File: config.mk
export PLATFORM = sky130hd
export DESIGN_NAME = pcrs_top
export DESIGN_NICKNAME = d
export VERILOG_FILES = /design/src/rtl/pcrs_pkg.sv /design/src/rtl/pcrs_top.sv
export SDC_FILE = /design/constraint.sdc
export NUM_CORES = 1
export LEC_CHECK = 0
export BUFFER_PORTS_ARGS = -buffer_cell sky130_fd_sc_hd__buf_2
export CAP_MARGIN = 25
export CORE_ASPECT_RATIO = 0.8
export CORE_MARGIN = 3
export CORE_UTILIZATION = 43
export CTS_BUF_LIST = sky130_fd_sc_hd__clkbuf_4
export DETAILED_ROUTE_END_ITERATION = 10
export GPL_TIMING_DRIVEN = 0
export REMOVE_ABC_BUFFERS = 1
export SLEW_MARGIN = 20
export SYNTH_ARGS = -nofsm -noshare
export SYNTH_HDL_FRONTEND = slang
export SYNTH_SLANG_ARGS = --single-unit
File: constraint.sdc
create_clock -name aclk -period 5.1 [get_ports aclk]
set_clock_uncertainty 0.2 [all_clocks]
set_input_delay 0.255 -clock aclk [delete_from_list [all_inputs] [get_ports aclk]]
set_output_delay 0.255 -clock aclk [all_outputs]
set_load 0.005 [all_outputs]
File: src/rtl/pcrs_pkg.sv
// Constants for the program counter and return stack block.
// Assumes a single core clock domain and an 8-bit data path toward the core.
package pcrs_pkg;
  localparam int          PC_W         = 21;
  localparam int          SP_W         = 5;
  localparam int          STACK_DEPTH  = 31;
  localparam int          STATUS_W     = 8;
  localparam int          WORKING_REGISTER_W       = 8;
  localparam int          BSR_W        = 4;
  localparam logic [20:0] RESET_VECTOR = 21'h000000;
  localparam logic [20:0] VECTOR_HIGH  = 21'h000008;
  localparam logic [20:0] VECTOR_LOW   = 21'h000018;
  localparam logic [20:0] PC_STEP      = 21'h000002;
  localparam logic [4:0]  SP_EMPTY     = 5'h00;
  localparam logic [4:0]  SP_LAST_FREE = 5'h1E;
  localparam logic [4:0]  SP_FULL      = 5'h1F;
  // Register byte addresses
  localparam logic [7:0]  OFF_STACK_POINTER = 8'h00;
  localparam logic [7:0]  OFF_TOP_LOW       = 8'h04;
  localparam logic [7:0]  OFF_TOP_HIGH      = 8'h08;
  localparam logic [7:0]  OFF_TOP_UPPER     = 8'h0C;
  localparam logic [7:0]  OFF_PC_LOW        = 8'h10;
  localparam logic [7:0]  OFF_HIGH_LATCH    = 8'h14;
  localparam logic [7:0]  OFF_UPPER_LATCH   = 8'h18;
  localparam logic [7:0]  OFF_CONFIG        = 8'h1C;
  // Field positions and reset values
  localparam int          FULL_BIT          = 7;
  localparam int          UNDERFLOW_BIT     = 6;
  localparam int          FAULT_EN_BIT      = 0;
  localparam logic        FAULT_EN_RESET    = 1'b1;
  localparam logic [1:0]  RESP_OKAY         = 2'h0;
  localparam logic [1:0]  RESP_SLVERR       = 2'h2;

  typedef enum logic [3:0] {
    PCRS_CMD_NONE      = 4'h0,
    PCRS_CMD_FETCH     = 4'h1,
    PCRS_CMD_CALL      = 4'h2,
    PCRS_CMD_INT_HIGH  = 4'h3,
    PCRS_CMD_INT_LOW   = 4'h4,
    PCRS_CMD_RETURN    = 4'h5,
    PCRS_CMD_JUMP      = 4'h6,
    PCRS_CMD_SW_PUSH   = 4'h7,
    PCRS_CMD_SW_POP    = 4'h8,
    PCRS_CMD_PCL_WRITE = 4'h9,
    PCRS_CMD_PCL_READ  = 4'hA
  } pcrs_cmd_t;
endpackage

File: src/rtl/pcrs_top.sv
// Program counter, latches, 31-level return stack and fast shadow registers.
// Assumes the core issues at most one command per cycle on cmd, and that
// software reaches the registers over AXI4-Lite on the same clock.
`timescale 1ns/10ps

// Summary of operation
// - Program counter is 21 bits; fetches beyond implemented memory return zero.
// - Reset starts at 0000h; interrupts vector to 0008h or 0018h.
// - PC held as three bytes; high and upper only via latches.
// - Writing the low byte loads high and upper bytes from latches.
// - Reading the low byte copies high and upper bytes into latches.
// - PC bit 0 is zero unless a return loads an odd top entry written by software; sequential fetch adds two.
// - Call and jump load PC directly, latches unused.
// - Calls and interrupts push; returns pop; latches untouched.
// - Stack holds 31 entries of 21 bits, 5-bit pointer, private space.
// - Push increments pointer first, then writes the current PC.
// - Pop loads PC from addressed entry, then decrements pointer.
// - Every reset zeroes the pointer; value zero has no storage.
// - Top-entry registers read and write the currently addressed entry.
// - Full flag sets on 31st push; held until software or power-on clear.
// - With fault reset, 31st push stores PC+2, sets full, resets.
// - Without fault reset, pointer stays 31 and later pushes store nothing.
// - Empty pop returns zero, sets underflow, pointer stays zero.
// - Fault reset option: flag and device reset request on the same edge; otherwise flag only.
// - Software push stores PC; software pop only decrements the pointer.
// - Pointer register: full bit 7, underflow bit 6, bit 5 zero, pointer 4:0.
// - One-level shadow of status, working, bank on interrupt or fast call.
module pcrs_top
  import pcrs_pkg::*;
#(
  parameter int IMPL_BYTES = 98304
) (
  // Clock and reset
  input  wire logic                aclk,
  input  wire logic                aresetn,
  input  wire logic                dev_reset,
  // Core command port
  input  wire pcrs_cmd_t           cmd,
  input  wire logic [PC_W-1:0]     cmd_addr,
  input  wire logic [7:0]          cmd_data,
  input  wire logic                cmd_fast,
  output logic                     cmd_ready,
  // Program memory fetch
  output logic [PC_W-1:0]          fetch_addr,
  input  wire logic [15:0]         mem_rdata,
  output logic [15:0]              fetch_word,
  output logic [7:0]               pc_low_rdata,
  // Fast shadow
  input  wire logic [STATUS_W-1:0] status_in,
  input  wire logic [WORKING_REGISTER_W-1:0]   working_register_in,
  input  wire logic [BSR_W-1:0]    bank_select_register_in,
  output logic [STATUS_W-1:0]      shadow_status,
  output logic [WORKING_REGISTER_W-1:0]        shadow_working_register,
  output logic [BSR_W-1:0]         shadow_bank_select_register,
  output logic                     shadow_restore,
  // Stack fault reset request
  output logic                     stack_fault_reset,
  // AXI4-Lite slave
  input  wire logic [7:0]          s_axi_awaddr,
  input  wire logic                s_axi_awvalid,
  output logic                     s_axi_awready,
  input  wire logic [31:0]         s_axi_wdata,
  input  wire logic [3:0]          s_axi_wstrb,
  input  wire logic                s_axi_wvalid,
  output logic                     s_axi_wready,
  output logic [1:0]               s_axi_bresp,
  output logic                     s_axi_bvalid,
  input  wire logic                s_axi_bready,
  input  wire logic [7:0]          s_axi_araddr,
  input  wire logic                s_axi_arvalid,
  output logic                     s_axi_arready,
  output logic [31:0]              s_axi_rdata,
  output logic [1:0]               s_axi_rresp,
  output logic                     s_axi_rvalid,
  input  wire logic                s_axi_rready
);

  initial begin
    if (IMPL_BYTES < 2 || IMPL_BYTES > (1 << PC_W)) begin
      $error("pcrs_top: IMPL_BYTES out of range");
    end
  end

  localparam logic [PC_W:0] IMPL_LIMIT = (PC_W + 1)'(IMPL_BYTES);

  logic [PC_W-1:0] pc;
  logic [7:0]      pc_high_latch;
  logic [4:0]      pc_upper_latch;
  logic [SP_W-1:0] return_stack_pointer;
  logic            stack_full_flag;
  logic            stack_underflow_flag;
  logic            stack_fault_reset_enable;
  logic [PC_W-1:0] stack_mem [1:STACK_DEPTH];

  logic            wr_go;
  logic            rd_go;
  logic            push_req;
  logic            pop_req;
  logic            overflow;
  logic            underflow;
  logic            fault;
  logic            pcl_wr;
  logic            pcl_rd;
  logic [7:0]      pcl_wr_data;
  logic [7:0]      wbyte;
  logic [PC_W-1:0] top_entry;
  logic [PC_W-1:0] push_val;
  logic [PC_W-1:0] next_pc;
  logic [31:0]     next_rdata;
  logic            rd_mapped;
  logic            wr_mapped;

  // Bus access only in idle command cycles, so software and core never collide
  assign cmd_ready     = 1'b1;
  assign wr_go         = s_axi_awvalid && s_axi_wvalid && !s_axi_bvalid && (cmd == PCRS_CMD_NONE);
  assign rd_go         = s_axi_arvalid && !s_axi_rvalid && (cmd == PCRS_CMD_NONE);
  assign s_axi_awready = wr_go;
  assign s_axi_wready  = wr_go;
  assign s_axi_arready = rd_go;
  assign wbyte         = s_axi_wdata[7:0];

  assign top_entry = (return_stack_pointer == SP_EMPTY) ? '0 : stack_mem[return_stack_pointer];
  assign fetch_addr = pc;

  always_comb begin
    push_req  = (cmd == PCRS_CMD_CALL) || (cmd == PCRS_CMD_INT_HIGH) ||
                (cmd == PCRS_CMD_INT_LOW) || (cmd == PCRS_CMD_SW_PUSH);
    pop_req   = (cmd == PCRS_CMD_RETURN) || (cmd == PCRS_CMD_SW_POP);
    overflow  = push_req && (return_stack_pointer >= SP_LAST_FREE);
    underflow = pop_req && (return_stack_pointer == SP_EMPTY);
    fault     = stack_fault_reset_enable && (overflow || underflow);
    // 31st push under fault reset saves the address after the call
    push_val  = (stack_fault_reset_enable && return_stack_pointer == SP_LAST_FREE)
              ? pc + PC_STEP : pc;
    pcl_wr      = (cmd == PCRS_CMD_PCL_WRITE) || (wr_go && s_axi_awaddr == OFF_PC_LOW && s_axi_wstrb[0]);
    pcl_wr_data = (cmd == PCRS_CMD_PCL_WRITE) ? cmd_data : wbyte;
    pcl_rd      = (cmd == PCRS_CMD_PCL_READ) || (rd_go && s_axi_araddr == OFF_PC_LOW);
  end

  always_comb begin
    next_pc = pc;
    case (cmd)
      PCRS_CMD_FETCH:     next_pc = pc + PC_STEP;
      PCRS_CMD_CALL:      next_pc = {cmd_addr[PC_W-1:1], 1'b0};
      PCRS_CMD_JUMP:      next_pc = {cmd_addr[PC_W-1:1], 1'b0};
      PCRS_CMD_INT_HIGH:  next_pc = VECTOR_HIGH;
      PCRS_CMD_INT_LOW:   next_pc = VECTOR_LOW;
      PCRS_CMD_RETURN:    next_pc = underflow ? RESET_VECTOR : top_entry;
      PCRS_CMD_PCL_WRITE: next_pc = {pc_upper_latch, pc_high_latch, cmd_data[7:1], 1'b0};
      default:            next_pc = pc;
    endcase
    if (wr_go && pcl_wr) begin
      next_pc = {pc_upper_latch, pc_high_latch, wbyte[7:1], 1'b0};
    end
    if (fault) begin
      next_pc = RESET_VECTOR;
    end
  end

  always_ff @(posedge aclk) begin
    if (!aresetn || dev_reset) begin
      pc <= RESET_VECTOR;
    end else begin
      pc <= next_pc;
    end
  end

  // Latches change only by bus writes or low-byte reads
  always_ff @(posedge aclk) begin
    if (!aresetn) begin
      pc_high_latch  <= '0;
      pc_upper_latch <= '0;
    end else if (pcl_rd) begin
      pc_high_latch  <= pc[15:8];
      pc_upper_latch <= pc[20:16];
    end else if (wr_go && s_axi_wstrb[0]) begin
      if (s_axi_awaddr == OFF_HIGH_LATCH) begin
        pc_high_latch <= wbyte;
      end
      if (s_axi_awaddr == OFF_UPPER_LATCH) begin
        pc_upper_latch <= wbyte[4:0];
      end
    end
  end

  always_ff @(posedge aclk) begin
    if (!aresetn) begin
      pc_low_rdata <= '0;
    end else if (cmd == PCRS_CMD_PCL_READ) begin
      pc_low_rdata <= pc[7:0];
    end
  end

  // Out-of-range fetches decode as no-operation
  always_ff @(posedge aclk) begin
    if (!aresetn) begin
      fetch_word <= '0;
    end else begin
      fetch_word <= ({1'b0, pc} >= IMPL_LIMIT) ? 16'h0000 : mem_rdata;
    end
  end

  // Entry 0 does not exist: the pointer value zero only marks empty
  always_ff @(posedge aclk) begin
    if (push_req && return_stack_pointer != SP_FULL && aresetn && !dev_reset) begin
      stack_mem[return_stack_pointer + 5'h01] <= push_val;
    end else if (wr_go && s_axi_wstrb[0] && return_stack_pointer != SP_EMPTY) begin
      case (s_axi_awaddr)
        OFF_TOP_LOW:   stack_mem[return_stack_pointer][7:0]   <= wbyte;
        OFF_TOP_HIGH:  stack_mem[return_stack_pointer][15:8]  <= wbyte;
        OFF_TOP_UPPER: stack_mem[return_stack_pointer][20:16] <= wbyte[4:0];
        default: ;
      endcase
    end
  end

  always_ff @(posedge aclk) begin
    if (!aresetn || dev_reset || fault) begin
      return_stack_pointer <= SP_EMPTY;
    end else if (push_req) begin
      if (return_stack_pointer != SP_FULL) begin
        return_stack_pointer <= return_stack_pointer + 5'h01;
      end
    end else if (pop_req) begin
      if (return_stack_pointer != SP_EMPTY) begin
        return_stack_pointer <= return_stack_pointer - 5'h01;
      end
    end else if (wr_go && s_axi_wstrb[0] && s_axi_awaddr == OFF_STACK_POINTER) begin
      return_stack_pointer <= wbyte[4:0];
    end
  end

  // Flags survive device resets; writing zero clears, a same-cycle event wins
  always_ff @(posedge aclk) begin
    if (!aresetn) begin
      stack_full_flag      <= 1'b0;
      stack_underflow_flag <= 1'b0;
    end else if (overflow || underflow) begin
      stack_full_flag      <= stack_full_flag | overflow;
      stack_underflow_flag <= stack_underflow_flag | underflow;
    end else if (wr_go && s_axi_wstrb[0] && s_axi_awaddr == OFF_STACK_POINTER) begin
      stack_full_flag      <= stack_full_flag & wbyte[FULL_BIT];
      stack_underflow_flag <= stack_underflow_flag & wbyte[UNDERFLOW_BIT];
    end
  end

  always_ff @(posedge aclk) begin
    if (!aresetn) begin
      stack_fault_reset_enable <= FAULT_EN_RESET;
    end else if (wr_go && s_axi_wstrb[0] && s_axi_awaddr == OFF_CONFIG) begin
      stack_fault_reset_enable <= wbyte[FAULT_EN_BIT];
    end
  end

  always_ff @(posedge aclk) begin
    if (!aresetn) begin
      stack_fault_reset <= 1'b0;
    end else begin
      stack_fault_reset <= fault;
    end
  end

  // One level only: a nested capture overwrites the earlier one
  always_ff @(posedge aclk) begin
    if (!aresetn) begin
      shadow_status               <= '0;
      shadow_working_register     <= '0;
      shadow_bank_select_register <= '0;
    end else if (cmd == PCRS_CMD_INT_HIGH || cmd == PCRS_CMD_INT_LOW ||
                 (cmd == PCRS_CMD_CALL && cmd_fast)) begin
      shadow_status               <= status_in;
      shadow_working_register     <= working_register_in;
      shadow_bank_select_register <= bank_select_register_in;
    end
  end

  always_ff @(posedge aclk) begin
    if (!aresetn) begin
      shadow_restore <= 1'b0;
    end else begin
      shadow_restore <= (cmd == PCRS_CMD_RETURN) && cmd_fast;
    end
  end

  always_comb begin
    wr_mapped = (s_axi_awaddr[7:2] <= OFF_CONFIG[7:2]) && (s_axi_awaddr[1:0] == 2'h0);
    rd_mapped = (s_axi_araddr[7:2] <= OFF_CONFIG[7:2]) && (s_axi_araddr[1:0] == 2'h0);
    next_rdata = 32'h00000000;
    case (s_axi_araddr)
      OFF_STACK_POINTER: next_rdata[7:0] = {stack_full_flag, stack_underflow_flag, 1'b0,
                                            return_stack_pointer};
      OFF_TOP_LOW:       next_rdata[7:0] = top_entry[7:0];
      OFF_TOP_HIGH:      next_rdata[7:0] = top_entry[15:8];
      OFF_TOP_UPPER:     next_rdata[4:0] = top_entry[20:16];
      OFF_PC_LOW:        next_rdata[7:0] = pc[7:0];
      OFF_HIGH_LATCH:    next_rdata[7:0] = pc_high_latch;
      OFF_UPPER_LATCH:   next_rdata[4:0] = pc_upper_latch;
      OFF_CONFIG:        next_rdata[0]   = stack_fault_reset_enable;
      default:           next_rdata = 32'h00000000;
    endcase
  end

  always_ff @(posedge aclk) begin
    if (!aresetn) begin
      s_axi_bvalid <= 1'b0;
      s_axi_bresp  <= RESP_OKAY;
    end else if (wr_go) begin
      s_axi_bvalid <= 1'b1;
      s_axi_bresp  <= wr_mapped ? RESP_OKAY : RESP_SLVERR;
    end else if (s_axi_bready) begin
      s_axi_bvalid <= 1'b0;
    end
  end

  always_ff @(posedge aclk) begin
    if (!aresetn) begin
      s_axi_rvalid <= 1'b0;
      s_axi_rresp  <= RESP_OKAY;
      s_axi_rdata  <= '0;
    end else if (rd_go) begin
      s_axi_rvalid <= 1'b1;
      s_axi_rresp  <= rd_mapped ? RESP_OKAY : RESP_SLVERR;
      s_axi_rdata  <= next_rdata;
    end else if (s_axi_rready) begin
      s_axi_rvalid <= 1'b0;
    end
  end
endmodule

Word-level counts from Yosys, hierarchy flattened
Memory sizes are Yosys's and may differ from the RTL's. A register that Yosys moved wholly into a read port is not among the register bits. Cells that the tools add are included.

Input port bits: 130. Bits in registers: 102. Memories: 1. Logic and storage cells: 172. Bits in writable memories: 651. Output and inout port bits: 109.

Memories: stack_mem (words 31, width 21, rd ports 1, clocked after memory_dff 1, write ports 1, RTL line pcrs_top.sv:93) `logic [PC_W-1:0] stack_mem [1:STACK_DEPTH];`.

Bitwise gates (word level): 5. Magnitude comparators: 4. Equal/unequal tests: 28. $add $sub $neg: 3. Reductions and logical operators: 63. Mux-type cells: 48.

Operator list (number): $pmux W21 S6 (1); $mux W21 (5); $eq A8 B5 Y1 const B (8); $mux W5 (11); $eq A8 B4 Y1 const B (4); $pmux W4 S7 (1); $logic_and A1 B1 Y1 (24); $mux W8 (3); $mux W1 (22); $add A21 B2 Y21 const B (1); $ge A21 B17 Y1 const B (1); $reduce_or A21 Y1 (1); $eq A4 B3 Y1 const B (4); $eq A8 B3 Y1 const B (2); $logic_not A8 Y1 (2); $pmux W3 S5 (1); $eq A4 B4 Y1 const B (3); $le A6 B3 Y1 const B (2); $reduce_bool A2 Y1 (6); $logic_or A1 B1 Y1 (11); $eq A4 B2 Y1 const B (2); $pmux W1 S8 (1); $reduce_bool A7 Y1 (1); $reduce_bool A6 Y1 (1); other kinds (23) (33).

Longest topological paths before layout
Depth in word-level cells: 11. Mapped depth: 12. Gate-level depth less buffers: 8.

Worst setup path before layout
OpenSTA, ideal clock, no wires.

Kind: register to register. Start point: register return_stack_pointer[0]. End point: memory stack_mem[10][19] (data pin). Data required time: 4529 ps. Stages on the path, launching flop included: 9. Clock period less this slack: 3612 ps. Arrival time: 3041 ps. Setup slack: 1488 ps. Path buffers: 3. Library setup time: 371 ps. Path through: dfxtp_1 -> buf_2 -> clkinv_1 -> ha_1 -> nand3b_2 -> nand4_4 -> clkbuf_1 -> clkbuf_1 -> a21oi_1.

Longest elaborated chain between the ends: 8. Elaborated cells between the ends (all ways): 20. Those cells by class: eq/ne: 2; mux: 11; reduce/logical: 7.

Ends and longest elaborated chain: from (decl) (RTL line pcrs_top.sv:89) `logic [SP_W-1:0] return_stack_pointer;`; from (signal assigned) (RTL line pcrs_top.sv:222) `return_stack_pointer <= return_stack_pointer + 5'h01;`; from (signal assigned) (RTL line pcrs_top.sv:226) `return_stack_pointer <= return_stack_pointer - 5'h01;`; from (signal assigned) (RTL line pcrs_top.sv:229) `return_stack_pointer <= wbyte[4:0];`; $ne A5 B5 Y1 (RTL line pcrs_top.sv:205) `if (push_req && return_stack_pointer != SP_FULL && aresetn && !dev_reset) begin`; $logic_and A1 B1 Y1 (3 in series) (RTL line pcrs_top.sv:205); $mux W1 (RTL line pcrs_top.sv:205); $mux W1, on equally long branches (RTL line pcrs_top.sv:209, pcrs_top.sv:210, pcrs_top.sv:211); $reduce_or A21 Y1 (no line); $mux W21 (no line) (*); to (decl) (RTL line pcrs_top.sv:93).

Every way passes the cells marked *; elsewhere a longest branch is shown, timed or not.

Worst setup path in the final report
Start point: register return_stack_pointer[1]. End point: memory stack_mem[4][14], enable pin.

Longest elaborated chain between the ends: 8. Elaborated cells between the ends (all ways): 21. Those cells by class: add/sub: 1; eq/ne: 1; mux: 13; reduce/logical: 6.

Ends and longest elaborated chain (RTL line): $ne A5 B5 Y1 (pcrs_top.sv:205); $logic_and A1 B1 Y1 (3 in series) (pcrs_top.sv:205); $mux W1 (pcrs_top.sv:205); $mux W1, on equally long branches (pcrs_top.sv:209, pcrs_top.sv:210, pcrs_top.sv:211); $reduce_or A21 Y1 (no line); $mux W5 (no line) or $mux W3 (tied branches).

Parallel ways exist; a longest one is shown, timed or not.

==> insert_results.sql <==
INSERT INTO impl_metrics (metric_group, metric, value, unit) VALUES
('setup_path', 'end_kind', 'flop', ''),
('clocking', 'tritoncts.num_buffers', '183', ''),
('pwr', 'power.net_switching', '3.19', 'mW'),
('sta', 'grt_setup_unrepaired', 'false', ''),
('synth', 'flop_and_latch_count_out_of_synthesis', '756', ''),
('placement', 'place_hpwl', '67100', 'um'),
('sta', 'min_period_over_period', '95.7', '%'),
('placement', 'port_buffers', '182', ''),
('route', 'antenna_violating_nets_post_route', '0', ''),
('sta', 'max-slew-margin-rel', '25.8', '%'),
('layout', 'share_of_post_route_cells_with_drive_strength_above_1', '27.2', '%'),
('layout', 'area_growth_syn_to_layout', '21.6', '%'),
('global_route', 'global_route.overflow_total', '0', ''),
('floorplan', 'die_area', '0.0801', 'sq mm'),
('sta', 'totalNegativeSetupSlack', '0', 'ps'),
('run', 'drv.max_cap_violation_count', '0', ''),
('setup_path', 'timing.critical_path.required', '5550', 'ps'),
('synth', 'synth.most_common_cell', 'sky130_fd_sc_hd__edfxtp_1', ''),
('pwr', 'p_sw_share', '24.7', '%'),
('floorplan', 'fp-row-count', '90', ''),
('layout', 'final_net_count', '2824', ''),
('sta', 'slew_violations', '0', ''),
('route', 'drt_first_iter_violations', '2629', ''),
('sta', 'timing.hold.ws', '187', 'ps'),
('synth', 'synth_top_cells_by_area', 'sky130_fd_sc_hd__edfxtp_1 59%, sky130_fd_sc_hd__dfxtp_1 6.4%, sky130_fd_sc_hd__mux4_2 6.2%, sky130_fd_sc_hd__mux2i_1 5.5%, sky130_fd_sc_hd__nor2_1 2.8%', ''),
('synth', 'synth_cells', '2221', ''),
('synth', 'post_synth_instance_area', '0.0330', 'sq mm'),
('layout', 'layout_fillers', '6246', ''),
('route', 'detail_route.first_pass.iterations', '6', ''),
('synth', 'synth.avg_cell_area', '14.8', 'sq um'),
('synth', 'synth_top_area_share', '59.3', '%'),
('placement', 'dpl.cell_count', '3303', ''),
('clocking', 'tritoncts', 'built', ''),
('route', 'drt-total-wl', '101000', 'um'),
('placement', 'detailed_place.area', '0.0354', 'sq mm'),
('sta', 'worst_margin_pin_slew', '1100', 'ps'),
('route', 'count_of_vias_placed_by_the_detailed_router', '22686', ''),
('pwr', 'pwr-share-clk', '39.1', '%'),
('sta', 'finalHoldViolations', '0', ''),
('pwr', 'vdd_ir_drop_max', '0.224', 'mV'),
('clocking', 'clock_pin_transition_on_the_worst_setup_and_hold_timing_paths', '80', 'ps'),
('floorplan', 'initial_utilization', '43.6', '%'),
('synth', 'synth.yosys.warnings', '0', ''),
('outcome', 'status', 'finished clean', ''),
('route', 'wire_per_inst', '26.3', 'um'),
('pwr', 'seq_power_share', '52.6', '%'),
('clocking', 'cts.sink_count', '756', ''),
('synth', 'synth.yosys.seq_area_share', '65.7', '%'),
('sta', 'post-route-min-period', '4880', 'ps'),
('pwr', 'power.density_cell_area', '322', 'mW/mm^2'),
('layout', 'layoutNonFillerInstCount', '3852', ''),
('global_route', 'grt_first_pass_wirelength', '146000', 'um'),
('synth', 'most_area_hungry_cell_type_in_the_yosys_netlist', 'sky130_fd_sc_hd__edfxtp_1', ''),
('pwr', 'combinational_group_share_of_total_power', '8.3', '%'),
('clocking', 'cts_htree_levels', '4', ''),
('placement', 'pre_cts_ws', '-712', 'ps'),
('route', 'detail_route.vias_per_cell', '5.89', ''),
('placement', 'gp_routability_congestion', '0.889', ''),
('sta', 'max_freq', '205', 'MHz'),
('clocking', 'clock_path_buffers', '3', ''),
('synth', 'synth_cell_type_count', '88', ''),
('synth', 'async_flop_share', '0', '%'),
('min_path', 'timing.hold.worst.class', 'in2reg', ''),
('global_route', 'pin_count_of_the_biggest_net_entering_global_routing', '54', ''),
('layout', 'area.sequential', '0.0217', 'sq mm'),
('synth', 'synth_xor_area_share', '1.06', '%'),
('pwr', 'internal_power', '9.72', 'mW'),
('synth', 'synth_top_family_by_area', 'multiplexers', ''),
('synth', 'synth-edff-count', '651', ''),
('floorplan', 'die_width', '316', 'um'),
('floorplan', 'design.portCount', '239', '');
## sequential cells by signal (all words and copies together), names as in the netlist, 4 cells and up, named ones only
signal / cells
fetch_addr: 20
pc_low_rdata: 8
pc_upper_latch: 5
shadow_status: 8
shadow_working_register: 8
stack_mem: 651
shadow_bank_select_register: 4
pc_high_latch: 8
fetch_word: 16
s_axi_rdata: 8
return_stack_pointer: 5
## placed cells by master (no fill, tap or decap), types with 52 or more instances in the layout
cell type | Yosys | layout
sky130_fd_sc_hd__buf_2 | 35 | 186
sky130_fd_sc_hd__dlygate4sd3_1 | 0 | 208
sky130_fd_sc_hd__mux4_2 | 91 | 91
sky130_fd_sc_hd__a21oi_1 | 74 | 52
sky130_fd_sc_hd__nand2_1 | 54 | 54
sky130_fd_sc_hd__a22oi_1 | 69 | 69
sky130_fd_sc_hd__dfxtp_1 | 105 | 99
sky130_fd_sc_hd__mux2i_1 | 180 | 180
sky130_fd_sc_hd__clkbuf_4 | 0 | 265
sky130_fd_sc_hd__edfxtp_1 | 651 | 651
sky130_fd_sc_hd__a211oi_1 | 72 | 72
sky130_fd_sc_hd__nor2_1 | 245 | 202
## cell families after synthesis
group / Yosys count
mux: 287
flops: 756
buf+inv: 202
fa+ha+maj: 6
simple gates: 515
other cells: 2
compound gates: 413
xor+xnor: 40
## power by group through the flow
| stage | combinational [mW] | sequential, mW | clock, mW |
|---|---|---|---|
| floorplan | 0.457 | 6.94 | 0 |
| finish | 1.07 | 6.79 | 5.05 |
| global route | 1.12 | 6.79 | 5.50 |
| detailed placement | 0.908 | 6.93 | 0 |
| global placement | 0.817 | 7.00 | 0 |
| CTS | 1.03 | 6.79 | 5.15 |
## per-layer routing
metal  global-route usage [%]  vias up  wire [um]  share of wire (%)
li1                         -     9741          -                  -
met1                     36.2    11501      43300                 43
met2                     36.2     1233      45400                 45
met3                     6.69      209      10000                9.9
met4                     8.82        2       2670                2.6
met5                        0        -         13              0.013
## cell type report
| cell class | instances | area share, % |
|---|---|---|
| Antenna cell | 5 | 0.0312 |
| Timing Repair Buffer | 441 | 9.93 |
| Inverter | 18 | 0.172 |
| Sequential cell | 756 | 54.1 |
| Clock buffer | 265 | 4.96 |
| Clock inverter | 67 | 0.983 |
| Tap cell | 1012 | 3.16 |
| Multi-Input combinational cell | 1288 | 26.7 |
## critical path, cell delays in order, from the launching register on
cell                       delay [ps]
sky130_fd_sc_hd__dfxtp_1          750
sky130_fd_sc_hd__inv_1            330
sky130_fd_sc_hd__ha_1             300
sky130_fd_sc_hd__nand3b_2         510
sky130_fd_sc_hd__nand4_4          540
sky130_fd_sc_hd__o31ai_4          690
sky130_fd_sc_hd__nand4_1          500
sky130_fd_sc_hd__nor2_2           680
## worst paths after layout
check                               start          endpoint  slack [ps]  cells past startpoint
setup reg to reg  return_stack_pointer[1]  stack_mem[4][14]         220                      7
hold / removal              s_axi_arvalid    s_axi_rdata[4]         190                      4
setup / recovery  return_stack_pointer[1]  stack_mem[4][14]         220                      7
hold reg to reg           pc_low_rdata[4]   pc_low_rdata[4]         290                      2
## what timing repair did
item                       in CTS  in global routing
gates resized for setup        34                 13
cloned                          0                  0
hold buffers                  207                  1
hold endpoints to repair     1053                  1
setup buffers                   0                  2
setup endpoints to repair     542                257
(Power assumes the default switching activity.)
